--- src/common/term_pkg.sv ---
// constants for the terminal speed and run-command logic
// assumes one 250 MHz control clock; function codes are the drive's terminal codes
package term_pkg;
	localparam int          FUNC_W          = 6;
	localparam logic [5:0]  FN_JOG          = 6'h06;
	localparam logic [5:0]  FN_RUN_PERMIT   = 6'h0D;
	localparam logic [5:0]  FN_THREE_WIRE   = 6'h0E;
	localparam logic [5:0]  FN_SPEED_RAISE  = 6'h11;
	localparam logic [5:0]  FN_SPEED_LOWER  = 6'h12;
	localparam logic [5:0]  FN_UD_CLEAR     = 6'h14;
	localparam logic [2:0]  CMD_SRC_TERMINAL = 3'h1;
	localparam logic [1:0]  ACT_FREE_RUN    = 2'h0;
	localparam logic [1:0]  ACT_QSTOP       = 2'h1;
	localparam logic [1:0]  ACT_QSTOP_RESUME = 2'h2;
	// quick-stop time in 0.1 s steps: 0..600 s, default 5.0 s
	localparam logic [15:0] QSTOP_MAX       = 16'h1770;
	localparam logic [15:0] QSTOP_DEFAULT   = 16'h0032;
	localparam int          CLK_MHZ         = 250;
	localparam int          MIN_PULSE_US    = 1000;
	localparam int          MIN_PULSE_CYC   = MIN_PULSE_US * CLK_MHZ;
	typedef enum logic [1:0] {PS_OK, PS_COAST, PS_QSTOP, PS_LOCK} permit_state_t;
endpackage

--- src/design/pulse_qualifier.sv ---
// per-bit stability filter: an output bit follows its input once stable for CYC cycles
// assumes inputs synchronous to sys_clk_i
`timescale 1ns/100ps
`default_nettype none
module pulse_qualifier #(
	parameter int WIDTH = 3,
	parameter int CYC   = term_pkg::MIN_PULSE_CYC
)(
	// clock and reset
	input  wire logic             sys_clk_i,
	input  wire logic             rstn_i,
	// levels
	input  wire logic [WIDTH-1:0] level_i,
	output logic      [WIDTH-1:0] level_o
);
	localparam int CW = $clog2(CYC + 1);
	localparam logic [CW-1:0] LAST = CW'(CYC - 1);
	logic [CW-1:0]    cnt_q [WIDTH];
	wire  [WIDTH-1:0] differ;
	wire  [WIDTH-1:0] done;

	for (genvar i = 0; i < WIDTH; i++) begin : g_bit
		assign differ[i] = level_i[i] != level_o[i];
		assign done[i]   = differ[i] && (cnt_q[i] == LAST);

	end

	// one process owns every bit, so no variable has two writers
	always_ff @(posedge sys_clk_i or negedge rstn_i) begin
		if (!rstn_i) begin
			for (int i = 0; i < WIDTH; i++) begin
				cnt_q[i] <= '0;
			end
			level_o <= '0;
		end else begin
			for (int i = 0; i < WIDTH; i++) begin
				cnt_q[i] <= (differ[i] && !done[i]) ? cnt_q[i] + 1'b1 : '0;
			end
			level_o <= (level_o & ~done) | (level_i & done);
		end
	end
endmodule
`default_nettype wire

--- src/design/terminal_speed_run_logic.sv ---
// terminal command logic: up/down speed, three-wire latching, run permit
// assumes a ramp generator downstream and a nonvolatile store that takes one-cycle strobes
`timescale 1ns/100ps
`default_nettype none

// How it works
// - with retention on, save frequency at steady speed on run-off, trip or power loss.
// - on run restart or trip clearing, resume at the retained frequency.
// - clear input erases retained frequency when stopped or at steady speed.
// - function codes 17 and 18 pick the raise and lower inputs.
// - raise held while running accelerates; release holds the speed.
// - lower held while running decelerates; release holds the speed.
// - raise and lower together hold the present speed.
// - terminal command source plus code 14 latches momentary run pulses.
// - forward and reverse together stop the motor.
// - a terminal assigned code 13 is the run-permit input.
// - a permit input alone does nothing without the gated permit setting.
// - gated setting obeys permit input; ungated setting always permits running.
// - permit loss action 0 blocks output at once, motor coasts.
// - action 1 quick-stops and restarts only on a fresh run command.
// - action 2 quick-stops and resumes by itself when permit returns.
// - quick-stop time 0 to 600 s, default 5.0 s, for actions 1 and 2.
// - jog input overrides up/down; it needs a run command and leaves three-wire latching as is.
module terminal_speed_run_logic #(
	parameter int N_INPUTS = 11,
	parameter int FREQ_W   = 16,
	parameter int QUAL_CYC = term_pkg::MIN_PULSE_CYC
)(
	// clock and reset
	input  wire logic                                  sys_clk_i,
	input  wire logic                                  rstn_i,
	// terminals
	input  wire logic                                  forward_run_input_i,
	input  wire logic                                  reverse_run_input_i,
	input  wire logic [N_INPUTS-1:0]                   multi_function_input_i,
	// configuration
	input  wire logic [N_INPUTS*term_pkg::FUNC_W-1:0]  input_function_select_i,
	input  wire logic [2:0]                            cmd_source_i,
	input  wire logic                                  ud_save_en_i,
	input  wire logic                                  input_gated_permit_i,
	input  wire logic [1:0]                            permit_loss_action_i,
	input  wire logic [15:0]                           quick_stop_time_i,
	// drive status
	input  wire logic                                  at_speed_i,
	input  wire logic [FREQ_W-1:0]                     present_freq_i,
	input  wire logic                                  trip_i,
	input  wire logic                                  power_fail_i,
	// nonvolatile contents seen at power-up
	input  wire logic [FREQ_W-1:0]                     nv_freq_i,
	input  wire logic                                  nv_valid_i,
	// run control
	output logic                                       run_o,
	output logic                                       reverse_o,
	output logic                                       coast_o,
	output logic                                       quick_stop_o,
	output logic [15:0]                                quick_stop_time_o,
	// speed control
	output logic                                       accel_o,
	output logic                                       decel_o,
	output logic                                       jog_o,
	output logic                                       resume_o,
	output logic [FREQ_W-1:0]                          resume_freq_o,
	// nonvolatile store
	output logic                                       nv_store_o,
	output logic                                       nv_erase_o,
	output logic [FREQ_W-1:0]                          nv_freq_o
);
	localparam int FW = term_pkg::FUNC_W;

	function automatic logic any_func(
		input logic [N_INPUTS*FW-1:0] sel,
		input logic [N_INPUTS-1:0]    pins,
		input logic [FW-1:0]          code
	);
		logic hit;
		hit = 1'b0;
		for (int i = 0; i < N_INPUTS; i++) begin
			hit = hit | (pins[i] && (sel[i*FW +: FW] == code));
		end
		return hit;
	endfunction

	////////////////////////////////////////////////////////////////////////////
	// terminal decode

	wire fn_jog    = any_func(input_function_select_i, multi_function_input_i,
		term_pkg::FN_JOG);
	wire fn_permit = any_func(input_function_select_i, multi_function_input_i,
		term_pkg::FN_RUN_PERMIT);
	wire fn_3w     = any_func(input_function_select_i, multi_function_input_i,
		term_pkg::FN_THREE_WIRE);
	wire fn_up     = any_func(input_function_select_i, multi_function_input_i,
		term_pkg::FN_SPEED_RAISE);
	wire fn_down   = any_func(input_function_select_i, multi_function_input_i,
		term_pkg::FN_SPEED_LOWER);
	wire fn_clear  = any_func(input_function_select_i, multi_function_input_i,
		term_pkg::FN_UD_CLEAR);

	////////////////////////////////////////////////////////////////////////////
	// three-wire latching

	// mode follows the code-14 assignment, not the contact: an open stop still stops
	wire fn_3w_set  = any_func(input_function_select_i, {N_INPUTS{1'b1}},
		term_pkg::FN_THREE_WIRE);
	wire three_wire = (cmd_source_i == term_pkg::CMD_SRC_TERMINAL) && fn_3w_set;

	logic [2:0] qual;
	// filtering adds 1 ms latency to button edges; bounces shorter are ignored
	pulse_qualifier #(
		.WIDTH (3),
		.CYC   (QUAL_CYC)
	) u_qual (
		.sys_clk_i (sys_clk_i),
		.rstn_i    (rstn_i),
		.level_i   ({fn_3w, reverse_run_input_i, forward_run_input_i}),
		.level_o   (qual)
	);

	wire fwd_sel  = three_wire ? qual[0] : forward_run_input_i;
	wire rev_sel  = three_wire ? qual[1] : reverse_run_input_i;
	wire both_on  = fwd_sel && rev_sel;
	wire stop_ok  = three_wire && qual[2];

	logic lat_fwd_q;
	logic lat_rev_q;
	wire  lat_fwd_d = stop_ok && !both_on && (fwd_sel || (lat_fwd_q && !rev_sel));
	wire  lat_rev_d = stop_ok && !both_on && (rev_sel || (lat_rev_q && !fwd_sel));

	// both directions on also masks a latch still set from the cycle before
	wire cmd_fwd = !both_on && (three_wire ? lat_fwd_q : fwd_sel);
	wire cmd_rev = !both_on && (three_wire ? lat_rev_q : rev_sel);
	wire cmd_on  = cmd_fwd || cmd_rev;

	////////////////////////////////////////////////////////////////////////////
	// run permit

	// the permit terminal counts only when the gated setting is chosen
	wire permit_ok = !input_gated_permit_i || fn_permit;

	term_pkg::permit_state_t ps_q;
	term_pkg::permit_state_t ps_d;

	always_comb begin
		ps_d = ps_q;
		case (ps_q)
			term_pkg::PS_OK: begin
				if (!permit_ok) begin
					case (permit_loss_action_i)
						term_pkg::ACT_QSTOP:        ps_d = term_pkg::PS_LOCK;
						term_pkg::ACT_QSTOP_RESUME: ps_d = term_pkg::PS_QSTOP;
						default:                    ps_d = term_pkg::PS_COAST;
					endcase
				end
			end
			term_pkg::PS_COAST: begin
				if (permit_ok) ps_d = term_pkg::PS_OK;
			end
			term_pkg::PS_QSTOP: begin
				if (permit_ok) ps_d = term_pkg::PS_OK;
			end
			term_pkg::PS_LOCK: begin
				// leave only once the command is off, so a fresh one is needed
				if (permit_ok && !cmd_on) ps_d = term_pkg::PS_OK;
			end
			default: ps_d = term_pkg::PS_OK;
		endcase
	end

	////////////////////////////////////////////////////////////////////////////
	// speed commands

	wire run_d   = cmd_on && (ps_d == term_pkg::PS_OK);
	wire coast_d = ps_d == term_pkg::PS_COAST;
	wire qstop_d = (ps_d == term_pkg::PS_QSTOP) || (ps_d == term_pkg::PS_LOCK);
	wire jog_d   = run_d && fn_jog;
	wire accel_d = run_d && !fn_jog && fn_up && !fn_down;
	wire decel_d = run_d && !fn_jog && fn_down && !fn_up;
	wire [15:0] qs_time_d = (quick_stop_time_i > term_pkg::QSTOP_MAX) ?
		term_pkg::QSTOP_MAX : quick_stop_time_i;

	////////////////////////////////////////////////////////////////////////////
	// frequency retention

	logic              trip_q;
	logic              pf_q;
	logic              boot_q;
	logic              ret_valid_q;
	logic [FREQ_W-1:0] ret_freq_q;

	wire steady    = run_o && at_speed_i;
	wire store_ev  = ud_save_en_i && steady &&
		(!run_d || (trip_i && !trip_q) || (power_fail_i && !pf_q));
	wire clear_ev  = fn_clear && (!run_o || at_speed_i);
	wire resume_ev = ud_save_en_i && ret_valid_q &&
		((run_d && !run_o) || (!trip_i && trip_q));
	// a save in the same cycle as a clear wins
	wire ret_valid_d = store_ev ? 1'b1 : (clear_ev ? 1'b0 :
		(boot_q ? nv_valid_i : ret_valid_q));
	wire [FREQ_W-1:0] ret_freq_d = store_ev ? present_freq_i :
		(boot_q ? nv_freq_i : ret_freq_q);

	////////////////////////////////////////////////////////////////////////////
	// registers

	always_ff @(posedge sys_clk_i or negedge rstn_i) begin
		if (!rstn_i) begin
			ps_q        <= term_pkg::PS_OK;
			lat_fwd_q   <= 1'b0;
			lat_rev_q   <= 1'b0;
			trip_q      <= 1'b0;
			pf_q        <= 1'b0;
			boot_q      <= 1'b1;
			ret_valid_q <= 1'b0;
			ret_freq_q  <= '0;
		end else begin
			ps_q        <= ps_d;
			lat_fwd_q   <= lat_fwd_d;
			lat_rev_q   <= lat_rev_d;
			trip_q      <= trip_i;
			pf_q        <= power_fail_i;
			boot_q      <= 1'b0;
			ret_valid_q <= ret_valid_d;
			ret_freq_q  <= ret_freq_d;
		end
	end

	always_ff @(posedge sys_clk_i or negedge rstn_i) begin
		if (!rstn_i) begin
			run_o             <= 1'b0;
			reverse_o         <= 1'b0;
			coast_o           <= 1'b0;
			quick_stop_o      <= 1'b0;
			quick_stop_time_o <= term_pkg::QSTOP_DEFAULT;
			accel_o           <= 1'b0;
			decel_o           <= 1'b0;
			jog_o             <= 1'b0;
		end else begin
			run_o             <= run_d;
			reverse_o         <= cmd_rev;
			coast_o           <= coast_d;
			quick_stop_o      <= qstop_d;
			quick_stop_time_o <= qs_time_d;
			accel_o           <= accel_d;
			decel_o           <= decel_d;
			jog_o             <= jog_d;
		end
	end

	always_ff @(posedge sys_clk_i or negedge rstn_i) begin
		if (!rstn_i) begin
			resume_o      <= 1'b0;
			resume_freq_o <= '0;
			nv_store_o    <= 1'b0;
			nv_erase_o    <= 1'b0;
			nv_freq_o     <= '0;
		end else begin
			resume_o      <= resume_ev;
			resume_freq_o <= ret_freq_q;
			nv_store_o    <= store_ev;
			nv_erase_o    <= clear_ev && !store_ev;
			nv_freq_o     <= store_ev ? present_freq_i : nv_freq_o;
		end
	end
endmodule
`default_nettype wire

--- config.mk ---
export PLATFORM = sky130hd
export DESIGN_NAME = terminal_speed_run_logic
export DESIGN_NICKNAME = d
export VERILOG_FILES = /design/src/common/term_pkg.sv /design/src/design/pulse_qualifier.sv /design/src/design/terminal_speed_run_logic.sv
export SDC_FILE = /design/constraint.sdc
export NUM_CORES = 1
export LEC_CHECK = 0
export ABC_AREA = 1
export CAP_MARGIN = 10
export CORE_MARGIN = 1.5
export CORE_UTILIZATION = 46
export DETAILED_ROUTE_END_ITERATION = 10
export DONT_BUFFER_PORTS = 1
export GPL_ROUTABILITY_DRIVEN = 1
export REMOVE_ABC_BUFFERS = 1
export SETUP_SLACK_MARGIN = 0.3
export SLEW_MARGIN = 5
export SYNTH_ARGS = -nofsm -noshare
export SYNTH_HDL_FRONTEND = slang
export SYNTH_SLANG_ARGS = --single-unit
--- constraint.sdc ---
create_clock -name sys_clk_i -period 2.6 [get_ports sys_clk_i]
set_input_delay 0.13 -clock sys_clk_i [delete_from_list [all_inputs] [get_ports sys_clk_i]]
set_output_delay 0.13 -clock sys_clk_i [all_outputs]
set_load 0.02 [all_outputs]
==> results.txt, run 1 <==
----------------------------------------------------
[Timing]
  Pins Over Slew Limit ... 0
  Final period demand of the worst path ... 2190 ps
  Worst relative slew slack ... between 30 and 40%
  Unrepaired setup endpoints after global routing ... yes
  Count of final setup violators ... 0
  Slack of the critical path ... roughly 410 ps
  Share of the clock period used by the worst path ... a little over four fifths
  Sum of negative setup slack ... 0 ps
  Worst slew pin tran ... about 930 ps
  Final Hold Viols ... between 100 and 150
  Post-Route Hold Slack ... -596 ps
  Final clock skew ... 12.0 ps
  Peak Freq ... between 0.4 and 0.5 GHz

[Finish]
  Area of all sequential standard cells ... 3480 µm²
  Area used by multi-input combinational logic ... roughly 3300 µm²
  Number of standard cells in the layout, taps in and fillers out ... 1250
  Final-stage net count ... ~1200
  Antenna cell count ... 0
  Layout filler cell count ... 1379
  Area growth, synth to finish ... 22.3%
  Fraction of layout cells with a size suffix above 1 ... between 10% and 20%

[Worst setup path]
  Number of cells on the critical path ... 14
  Beginning of the worst register-to-register path ... u_qual.cnt_q[36]$_DFF_PN0_
  Most frequent CP cell ... sky130_fd_sc_hd__nor2_4
  Critical Path RT ... between 2000 and 3000 ps
  Crit path DAT ... between 2000 and 2500 ps
  Setup crit start kind ... flop
  CP max stage cell ... sky130_fd_sc_hd__dfrtp_1
  Cell family with most CP delay ... simple AND/OR/NAND/NOR gates
  Crit path capture ... u_qual.cnt_q[52]$_DFF_PN0_
  Worst setup path startpoint ... u_qual.cnt_q[36]$_DFF_PN0_
  Highest net fanout along the worst path ... 3
  Crit path largest cell delay ... 380 ps
  Worst R2R Path Depth ... 14
  Capturing element type of the critical path ... flop
  Count of buffering cells on the critical path with inverters included ... 1
  Setup Crit Path Kind ... flop to flop
  Worst flop-to-flop path endpoint ... u_qual.cnt_q[52]$_DFF_PN0_
  Reg-to-reg slack, setup ... 410 ps
  Crit path cell chain ... ha_2, nand2_2, nor2_4, inv_2, nor2_4, nand3_4, nor2_4, nand2_2, nor2_4, nand4_1, nor3b_2, nand2_1, nor2_1, nor3_1

[Die]
  Placeable core region ... roughly 15000 µm²
  Ports placed on the boundary ... 198
  Count of standard-cell rows ... between 40 and 50
  Height of the die ... ~130 µm
  Die Footprint ... between 15000 and 20000 µm²
  Effective utilization at floorplan ... 47.5%
  Die span in x ... roughly 130 µm

[Clock tree]
  CTS Root Buffer Type ... sky130_fd_sc_hd__clkbuf_16
  CTS sink count ... around 140
  Buffers from clock root to sink, at most ... 2
  Hold-fix buffers, CTS ... 52
  Number of buffers created by CTS ... 17
  Clock transition at path regs ... approximately 60 ps
  TritonCTS clock tree ... built
  Clock Latency Late Sink ... about 420 ps
  H-tree depth ... 4

[Logic synthesis]
  Main synth FF type ... sky130_fd_sc_hd__dfrtp_1
  Yosys cell types ... 50
  Sequential fraction of the synthesis area ... 47.7%
  Number of flops mapped to enable cells by yosys ... 0
  Mapped Cells ... 949
  Cell taking the most area after synthesis ... sky130_fd_sc_hd__dfrtp_1
  Synth area leaders ... sky130_fd_sc_hd__dfrtp_1, sky130_fd_sc_hd__nand2_1, sky130_fd_sc_hd__inv_1
  Flop and latch count out of synthesis ... ~140
  Synth top area share ... a little under half
  Count of warnings emitted by yosys ... 0
  Fraction of registers with async set or reset after synthesis ... between 90% and 100%
  Mean area per synthesized cell ... roughly 7.7 µm²
  Top-count cell post-synth ... sky130_fd_sc_hd__nand2_1
  Post-synthesis instance area ... 7310 µm²
  Post-synth top cells ... sky130_fd_sc_hd__nand2_1, sky130_fd_sc_hd__inv_1, sky130_fd_sc_hd__nor2_1

[Placement]
  Cell count after placement ... roughly 1200
  Post-Place Worst Slack ... just under 300 ps
  Count of buffers inserted at the top-level ports ... 0
  Total half-perimeter wirelength after legalization and detailed placement ... ~13 mm
  Final GP Congestion ... a little under 0.9

[Min path]
  Worst hold path class ... input pin to async pin

[Routing]
  First-iteration detailed-routing DRC count ... 377
  Wirelength per Cell ... approximately 15 µm
  Vias per inst ... a little over 5
  Total via count after detailed routing ... between 6000 and 7000
  Number of nets with antenna violations after detailed routing ... 0
  Number of remaining DRC errors ... 0
  Count of TritonRoute iterations in the first routing pass ... 7
  Total length of routed wires ... 18.2 mm

[Global routing]
  Pin count of the biggest net entering global routing ... 140
  Gr ovfl total ... 0
  GR Util All Layers ... 22.5%
  First-pass GRT wire length ... 29.3 mm
  Initial antenna violation count ... 0
  Vias in the first global route ... about 6200

[Power and ir drop]
  Leakage power summed over all cells ... between 4 and 5 nW
  Total power density per cell area ... a little over 700 nW/µm²
  Maximum vdd drop ... ~470 µV
  Design Power ... 6.33 mW

[Run]
  Max-cap violation count ... 0

[Outcome]
  Violated checks ... negative hold slack
  Run status ... finished with violations

----------------------------------------------------
## state kept, by name, summed over array words and instances (netlist names), 2 cells and up, named ones only
| signal | count |
|---|---|
| nv_freq_o | 16 |
| ps_q | 2 |
| quick_stop_time_o | 16 |
| resume_freq_o | 16 |
| ret_freq_q | 16 |
| u_qual.cnt_q | 54 |
## power by group
part	internal, mW	switching, mW	leakage, nW
Clock	1.56	0.983	0.305
Sequential	2.48	0.510	1.75
Combinational	0.312	0.482	2.21
## cell usage in the layout (no fill, tap or decap), types with 9 or more instances in the layout
cell type                       instances
sky130_fd_sc_hd__buf_4                 17
sky130_fd_sc_hd__nand3_1               72
sky130_fd_sc_hd__a21oi_1               23
sky130_fd_sc_hd__inv_2                 18
sky130_fd_sc_hd__nor3_1                37
sky130_fd_sc_hd__dlygate4sd3_1         52
sky130_fd_sc_hd__dfrtp_1              135
sky130_fd_sc_hd__nand4_1                9
sky130_fd_sc_hd__nand2_1              190
sky130_fd_sc_hd__or2_2                 19
sky130_fd_sc_hd__nor4_1                22
sky130_fd_sc_hd__o21ai_0               18
sky130_fd_sc_hd__inv_1                140
sky130_fd_sc_hd__nor2_4                13
sky130_fd_sc_hd__nor3b_1               15
sky130_fd_sc_hd__nand2_2               14
sky130_fd_sc_hd__clkbuf_16             17
sky130_fd_sc_hd__nor2_1               123
sky130_fd_sc_hd__nor2_2                 9
## kinds of logic (layout without fill, tap and decap cells)
family                   after synthesis  count (layout)  share of synthesized area [%]
buffers and inverters                174             261                           9.56
AO/OA/AOI/OAI                         72              72                           5.86
other                                  1               4                         0.0513
XOR/XNOR                               9               9                           1.08
multiplexers                           1               1                          0.154
AND/OR/NAND/NOR                      547             547                           34.6
flip-flops                           139             139                           47.7
adder cells (fa/ha/maj)                6               6                           1.03
## final cells by class
cell class                      instances  area share [%]
Tap cell                              211            2.95
Timing Repair Buffer                   69            7.25
Sequential cell                       139            39.0
Clock inverter                         13            2.02
Clock buffer                           19            4.96
Inverter                              160            6.72
Multi-Input combinational cell        639            37.1
## metal layers
layer	global-route usage (%)	share of wire (%)	vias to the layer above
met1	28.2	43	2979
li1	-	-	3188
met2	35.7	47	204
met4	8.20	2.1	0
met3	8.63	8.6	32
met5	0	0	-
## metrics by stage
stage / instance area [µm²] / util [%]
floorplan: 7220 / -
global placement: 7540 / 49.0
detailed placement: 7540 / 49.0
CTS: 8680 / 56.5
global route: 8930 / 58.1
finish: 8930 / 58.1
## repair_timing
item / 4_1_cts / 5_1_grt
endpoints found under the setup margin: 1 / 10
endpoints found under the hold margin: 194 / 139
pin swaps: 0 / 23
buffers inserted: 0 / 10
resized for setup: 1 / 49
## how the worst min path moves through the flow
stage | from | to | slack, ps | depth (start not counted)
after global placement | rstn_i | u_qual.cnt_q[39]$_DFF_PN0_ | -160 | 0
after CTS | rstn_i | nv_freq_o[13]$_DFFE_PN0P_ | -610 | 0
after global routing | rstn_i | u_qual.cnt_q[38]$_DFF_PN0_ | -620 | 0
after floorplan | rstn_i | async pin | -170 | 0
final | rstn_i | u_qual.cnt_q[43]$_DFF_PN0_ | -600 | 0
after detailed placement | rstn_i | u_qual.cnt_q[38]$_DFF_PN0_ | -160 | 0
Note: power is estimated with default switching activity, not from simulation.
==> inputs of run 2 (changes only) <==
==> constraint.sdc (replaced) <==
create_clock -name sys_clk_i -period 1.8 [get_ports sys_clk_i]
set_input_delay 0.09 -clock sys_clk_i [delete_from_list [all_inputs] [get_ports sys_clk_i]]
set_output_delay 0.09 -clock sys_clk_i [all_outputs]
set_load 0.02 [all_outputs]
==> run 2 against run 1 <==
Against the previous run:
- the run ends with negative hold slack, negative setup slack left
- cell count up 15%
- critical path depth increased by 2
- wire length rose by 34%
- clock power is 36% higher
- hold slack got worse by 40 ps
- non-clock buffer count up 182
- global-route usage increased by 5.1 points
- sequential cell count did not move
- worst setup slack got worse by 850 ps
- via count rose by 17%
- first-iteration DRC count increased by 25%
- total power increased by 61%
==> results.txt, run 2 (synthesized netlist as in run 1, its figures left out) <==
----------------------------------------------------
[Timing]
  Count of final setup violators ... 76 (was 0)
  Post-Route Hold Slack ... -636 ps (was -596 ps)
  Final clock skew ... 16.0 ps (was 12.0 ps)
  Pins Over Slew Limit ... 0 (unchanged)
  Sum of negative setup slack ... -8890 ps (was 0 ps)
  Unrepaired setup endpoints after global routing ... yes (unchanged)
  Worst slew pin tran ... 881 ps (was 933 ps)
  Peak Freq ... 0.447 GHz (was 0.457 GHz)
  Worst relative slew slack ... 41.1% (was 37.7%)
  Share of the clock period used by the worst path ... 124% (was 84.1%)
  Final period demand of the worst path ... 2240 ps (was 2190 ps)
  Slack of the critical path ... -438 ps (was 412 ps)
  Final Hold Viols ... 139 (unchanged)

[Worst setup path]
  Capturing element type of the critical path ... flop (unchanged)
  Crit path cell chain ... buf_6, nand3_4, nor2_4, nand2_2, buf_4, buf_6, buf_4, buf_4, buf_4, buf_6, buf_4, buf_6, buf_6, buf_6, xor2_2, nor2_1 (was ha_2, nand2_2, nor2_4, inv_2, nor2_4, nand3_4, nor2_4, nand2_2, nor2_4, nand4_1, nor3b_2, nand2_1, nor2_1, nor3_1)
  Setup Crit Path Kind ... flop to flop (unchanged)
  Cell family with most CP delay ... buffers and inverters (was simple AND/OR/NAND/NOR gates)
  Critical Path RT ... 2160 ps (was 2870 ps)
  Most frequent CP cell ... sky130_fd_sc_hd__buf_6 (was sky130_fd_sc_hd__nor2_4)
  Crit path DAT ... 2590 ps (was 2460 ps)
  Highest net fanout along the worst path ... 2 (was 3)
  Setup crit start kind ... flop (unchanged)
  Crit path largest cell delay ... 380 ps (about the same)
  Reg-to-reg slack, setup ... -440 ps (was 410 ps)
  CP max stage cell ... sky130_fd_sc_hd__dfrtp_1 (unchanged)
  Count of buffering cells on the critical path with inverters included ... 11 (was 1)

[Clock tree]
  CTS Root Buffer Type ... sky130_fd_sc_hd__clkbuf_16 (unchanged)
  Clock transition at path regs ... 60 ps (about the same)
  TritonCTS clock tree ... built (unchanged)
  Number of buffers created by CTS ... 17 (unchanged)
  CTS sink count ... 139 (unchanged)
  Buffers from clock root to sink, at most ... 2 (unchanged)
  H-tree depth ... 4 (unchanged)
  Clock Latency Late Sink ... 430 ps (was 420 ps)
  Hold-fix buffers, CTS ... 58 (was 52)

[Outcome]
  Violated checks ... negative hold slack, negative setup slack (was negative hold slack)
  Run status ... finished with violations (unchanged)

[Routing]
  Wirelength per Cell ... 16.9 µm (was 14.5 µm)
  Number of nets with antenna violations after detailed routing ... 0 (unchanged)
  Total via count after detailed routing ... 7469 (was 6403)
  Total length of routed wires ... 24.4 mm (was 18.2 mm)
  Count of TritonRoute iterations in the first routing pass ... 5 (was 7)
  First-iteration detailed-routing DRC count ... 471 (was 377)
  Vias per inst ... 5.19 (was 5.12)
  Number of remaining DRC errors ... 0 (unchanged)

[Finish]
  Fraction of layout cells with a size suffix above 1 ... 39.2% (was 13.8%)
  Layout filler cell count ... 1046 (was 1379)
  Area growth, synth to finish ... 56.0% (was 22.3%)
  Reg with most FFs ... u_qual.cnt_q (unchanged)
  Flip-flop count of the largest register, all copies and words added ... 54 (unchanged)
  Antenna cell count ... 0 (unchanged)
  Core utilization of the finished layout ... 74.1% (was 58.1%)
  Most frequent cells in the layout ... sky130_fd_sc_hd__buf_4, sky130_fd_sc_hd__dfrtp_1, sky130_fd_sc_hd__nand2_1 (was sky130_fd_sc_hd__nand2_1, sky130_fd_sc_hd__inv_1, sky130_fd_sc_hd__dfrtp_1)
  Most frequent standard cell in the layout excluding fill and tap cells ... sky130_fd_sc_hd__buf_4 (was sky130_fd_sc_hd__nand2_1)
  Final-stage net count ... 1360 (was 1172)
  Design area ... 11400 µm² (was 8930 µm²)

[Run]
  Max-cap violation count ... 0 (unchanged)

[Min path]
  Worst hold path class ... input pin to async pin (unchanged)

[Global routing]
  Initial antenna violation count ... 0 (unchanged)
  GR Util All Layers ... 27.7% (was 22.5%)
  Vias in the first global route ... 7394 (was 6198)
  Gr ovfl total ... 0 (unchanged)
  Pin count of the biggest net entering global routing ... 140 (unchanged)
  First-pass GRT wire length ... 35.8 mm (was 29.3 mm)

[Power and ir drop]
  Total power density per cell area ... 897 nW/µm² (was 709 nW/µm²)
  Leakage power summed over all cells ... 5.36 nW (was 4.27 nW)
  Maximum vdd drop ... 826 µV (was 469 µV)

[Die]
  Height of the die ... 129 µm (unchanged)
  Placeable core region ... 15400 µm² (unchanged)
  Ports placed on the boundary ... 198 (unchanged)
  Count of standard-cell rows ... 45 (unchanged)
  Die Footprint ... 16600 µm² (unchanged)
  Die span in x ... 129 µm (unchanged)
  Effective utilization at floorplan ... 47.5% (unchanged)

[Placement]
  Total half-perimeter wirelength after legalization and detailed placement ... 13.3 mm (was 12.7 mm)
  Final GP Congestion ... 0.920 (was 0.894)
  Post-detailed-placement cell area ... 8280 µm² (was 7540 µm²)
  Count of buffers inserted at the top-level ports ... 0 (unchanged)

----------------------------------------------------
==> run 2: cell count changes in the layout (fill, tap and decap cells not counted), sizes merged <==
cell,delta
clkinv,-3
bufinv,-2
nand2,+6
clkbuf,+2
buf,+176
clkinvlp,+2
inv,+2
dlygate4sd3,+5
==> run 2: final timing paths <==
kind	from	end	cells past startpoint
setup / recovery	u_qual.cnt_q[36]$_DFF_PN0_	u_qual.cnt_q[41]$_DFF_PN0_	16
hold / removal	rstn_i	u_qual.cnt_q[41]$_DFF_PN0_	0
setup reg to reg	u_qual.cnt_q[36]$_DFF_PN0_	u_qual.cnt_q[41]$_DFF_PN0_	16
hold reg to reg	ret_freq_q[3]$_DFFE_PN0P_	resume_freq_o[3]$_DFF_PN0_	0
max in group asynchronous	rstn_i	quick_stop_time_o[4]$_DFF_PN1_	0
min in group sys_clk_i	quick_stop_time_i[7]	quick_stop_time_o[6]$_DFF_PN0_	4
==> run 2: what timing repair did <==
action | 4_1_cts | 5_1_grt
setup endpoints to repair | 88 | 107
buffers inserted | 62 | 24
cloned | 8 | 1
resized for setup | 178 | 136
pin swaps | 45 | 58
hold endpoints to repair | 193 | 139
==> run 2: cell type report <==
class                   instances  area (µm²)  area share (%)
multi-input cells             645        4170            36.6
clock inverters                12         124            1.09
repair buffers                251        2300            20.2
well taps                     211         264            2.32
clock buffers                  20         447            3.92
inverters                     160         609            5.35
flip-flops and latches        139        3480            30.6
==> run 2: where the power goes <==
| part | switching (mW) | internal (mW) | total (mW) | leakage, nW |
|---|---|---|---|---|
| logic | 1.27 | 1.11 | 2.38 | 3.33 |
| clock network | 1.48 | 1.98 | 3.46 | 0.274 |
| registers | 0.804 | 3.58 | 4.39 | 1.75 |
==> run 2: per-layer routing <==
metal | GRT usage [%] | vias up | part of all wire, %
met5 | 0 | - | 0
met4 | 10.4 | 0 | 3.1
met3 | 8.71 | 63 | 7.7
met2 | 46.7 | 274 | 51
met1 | 33.3 | 3547 | 38
li1 | - | 3585 | -
==> run 2: through the flow <==
| step | power, mW | instances | setup slack [ps] |
|---|---|---|---|
| CTS | 9.77 | 1414 | -306 |
| global placement | 5.64 | 1254 | -330 |
| detailed placement | 5.66 | 1254 | -356 |
| floorplan | 5.08 | 938 | -232 |
| global route | 10.6 | 1438 | -550 |
| finish | 10.2 | 1438 | -438 |
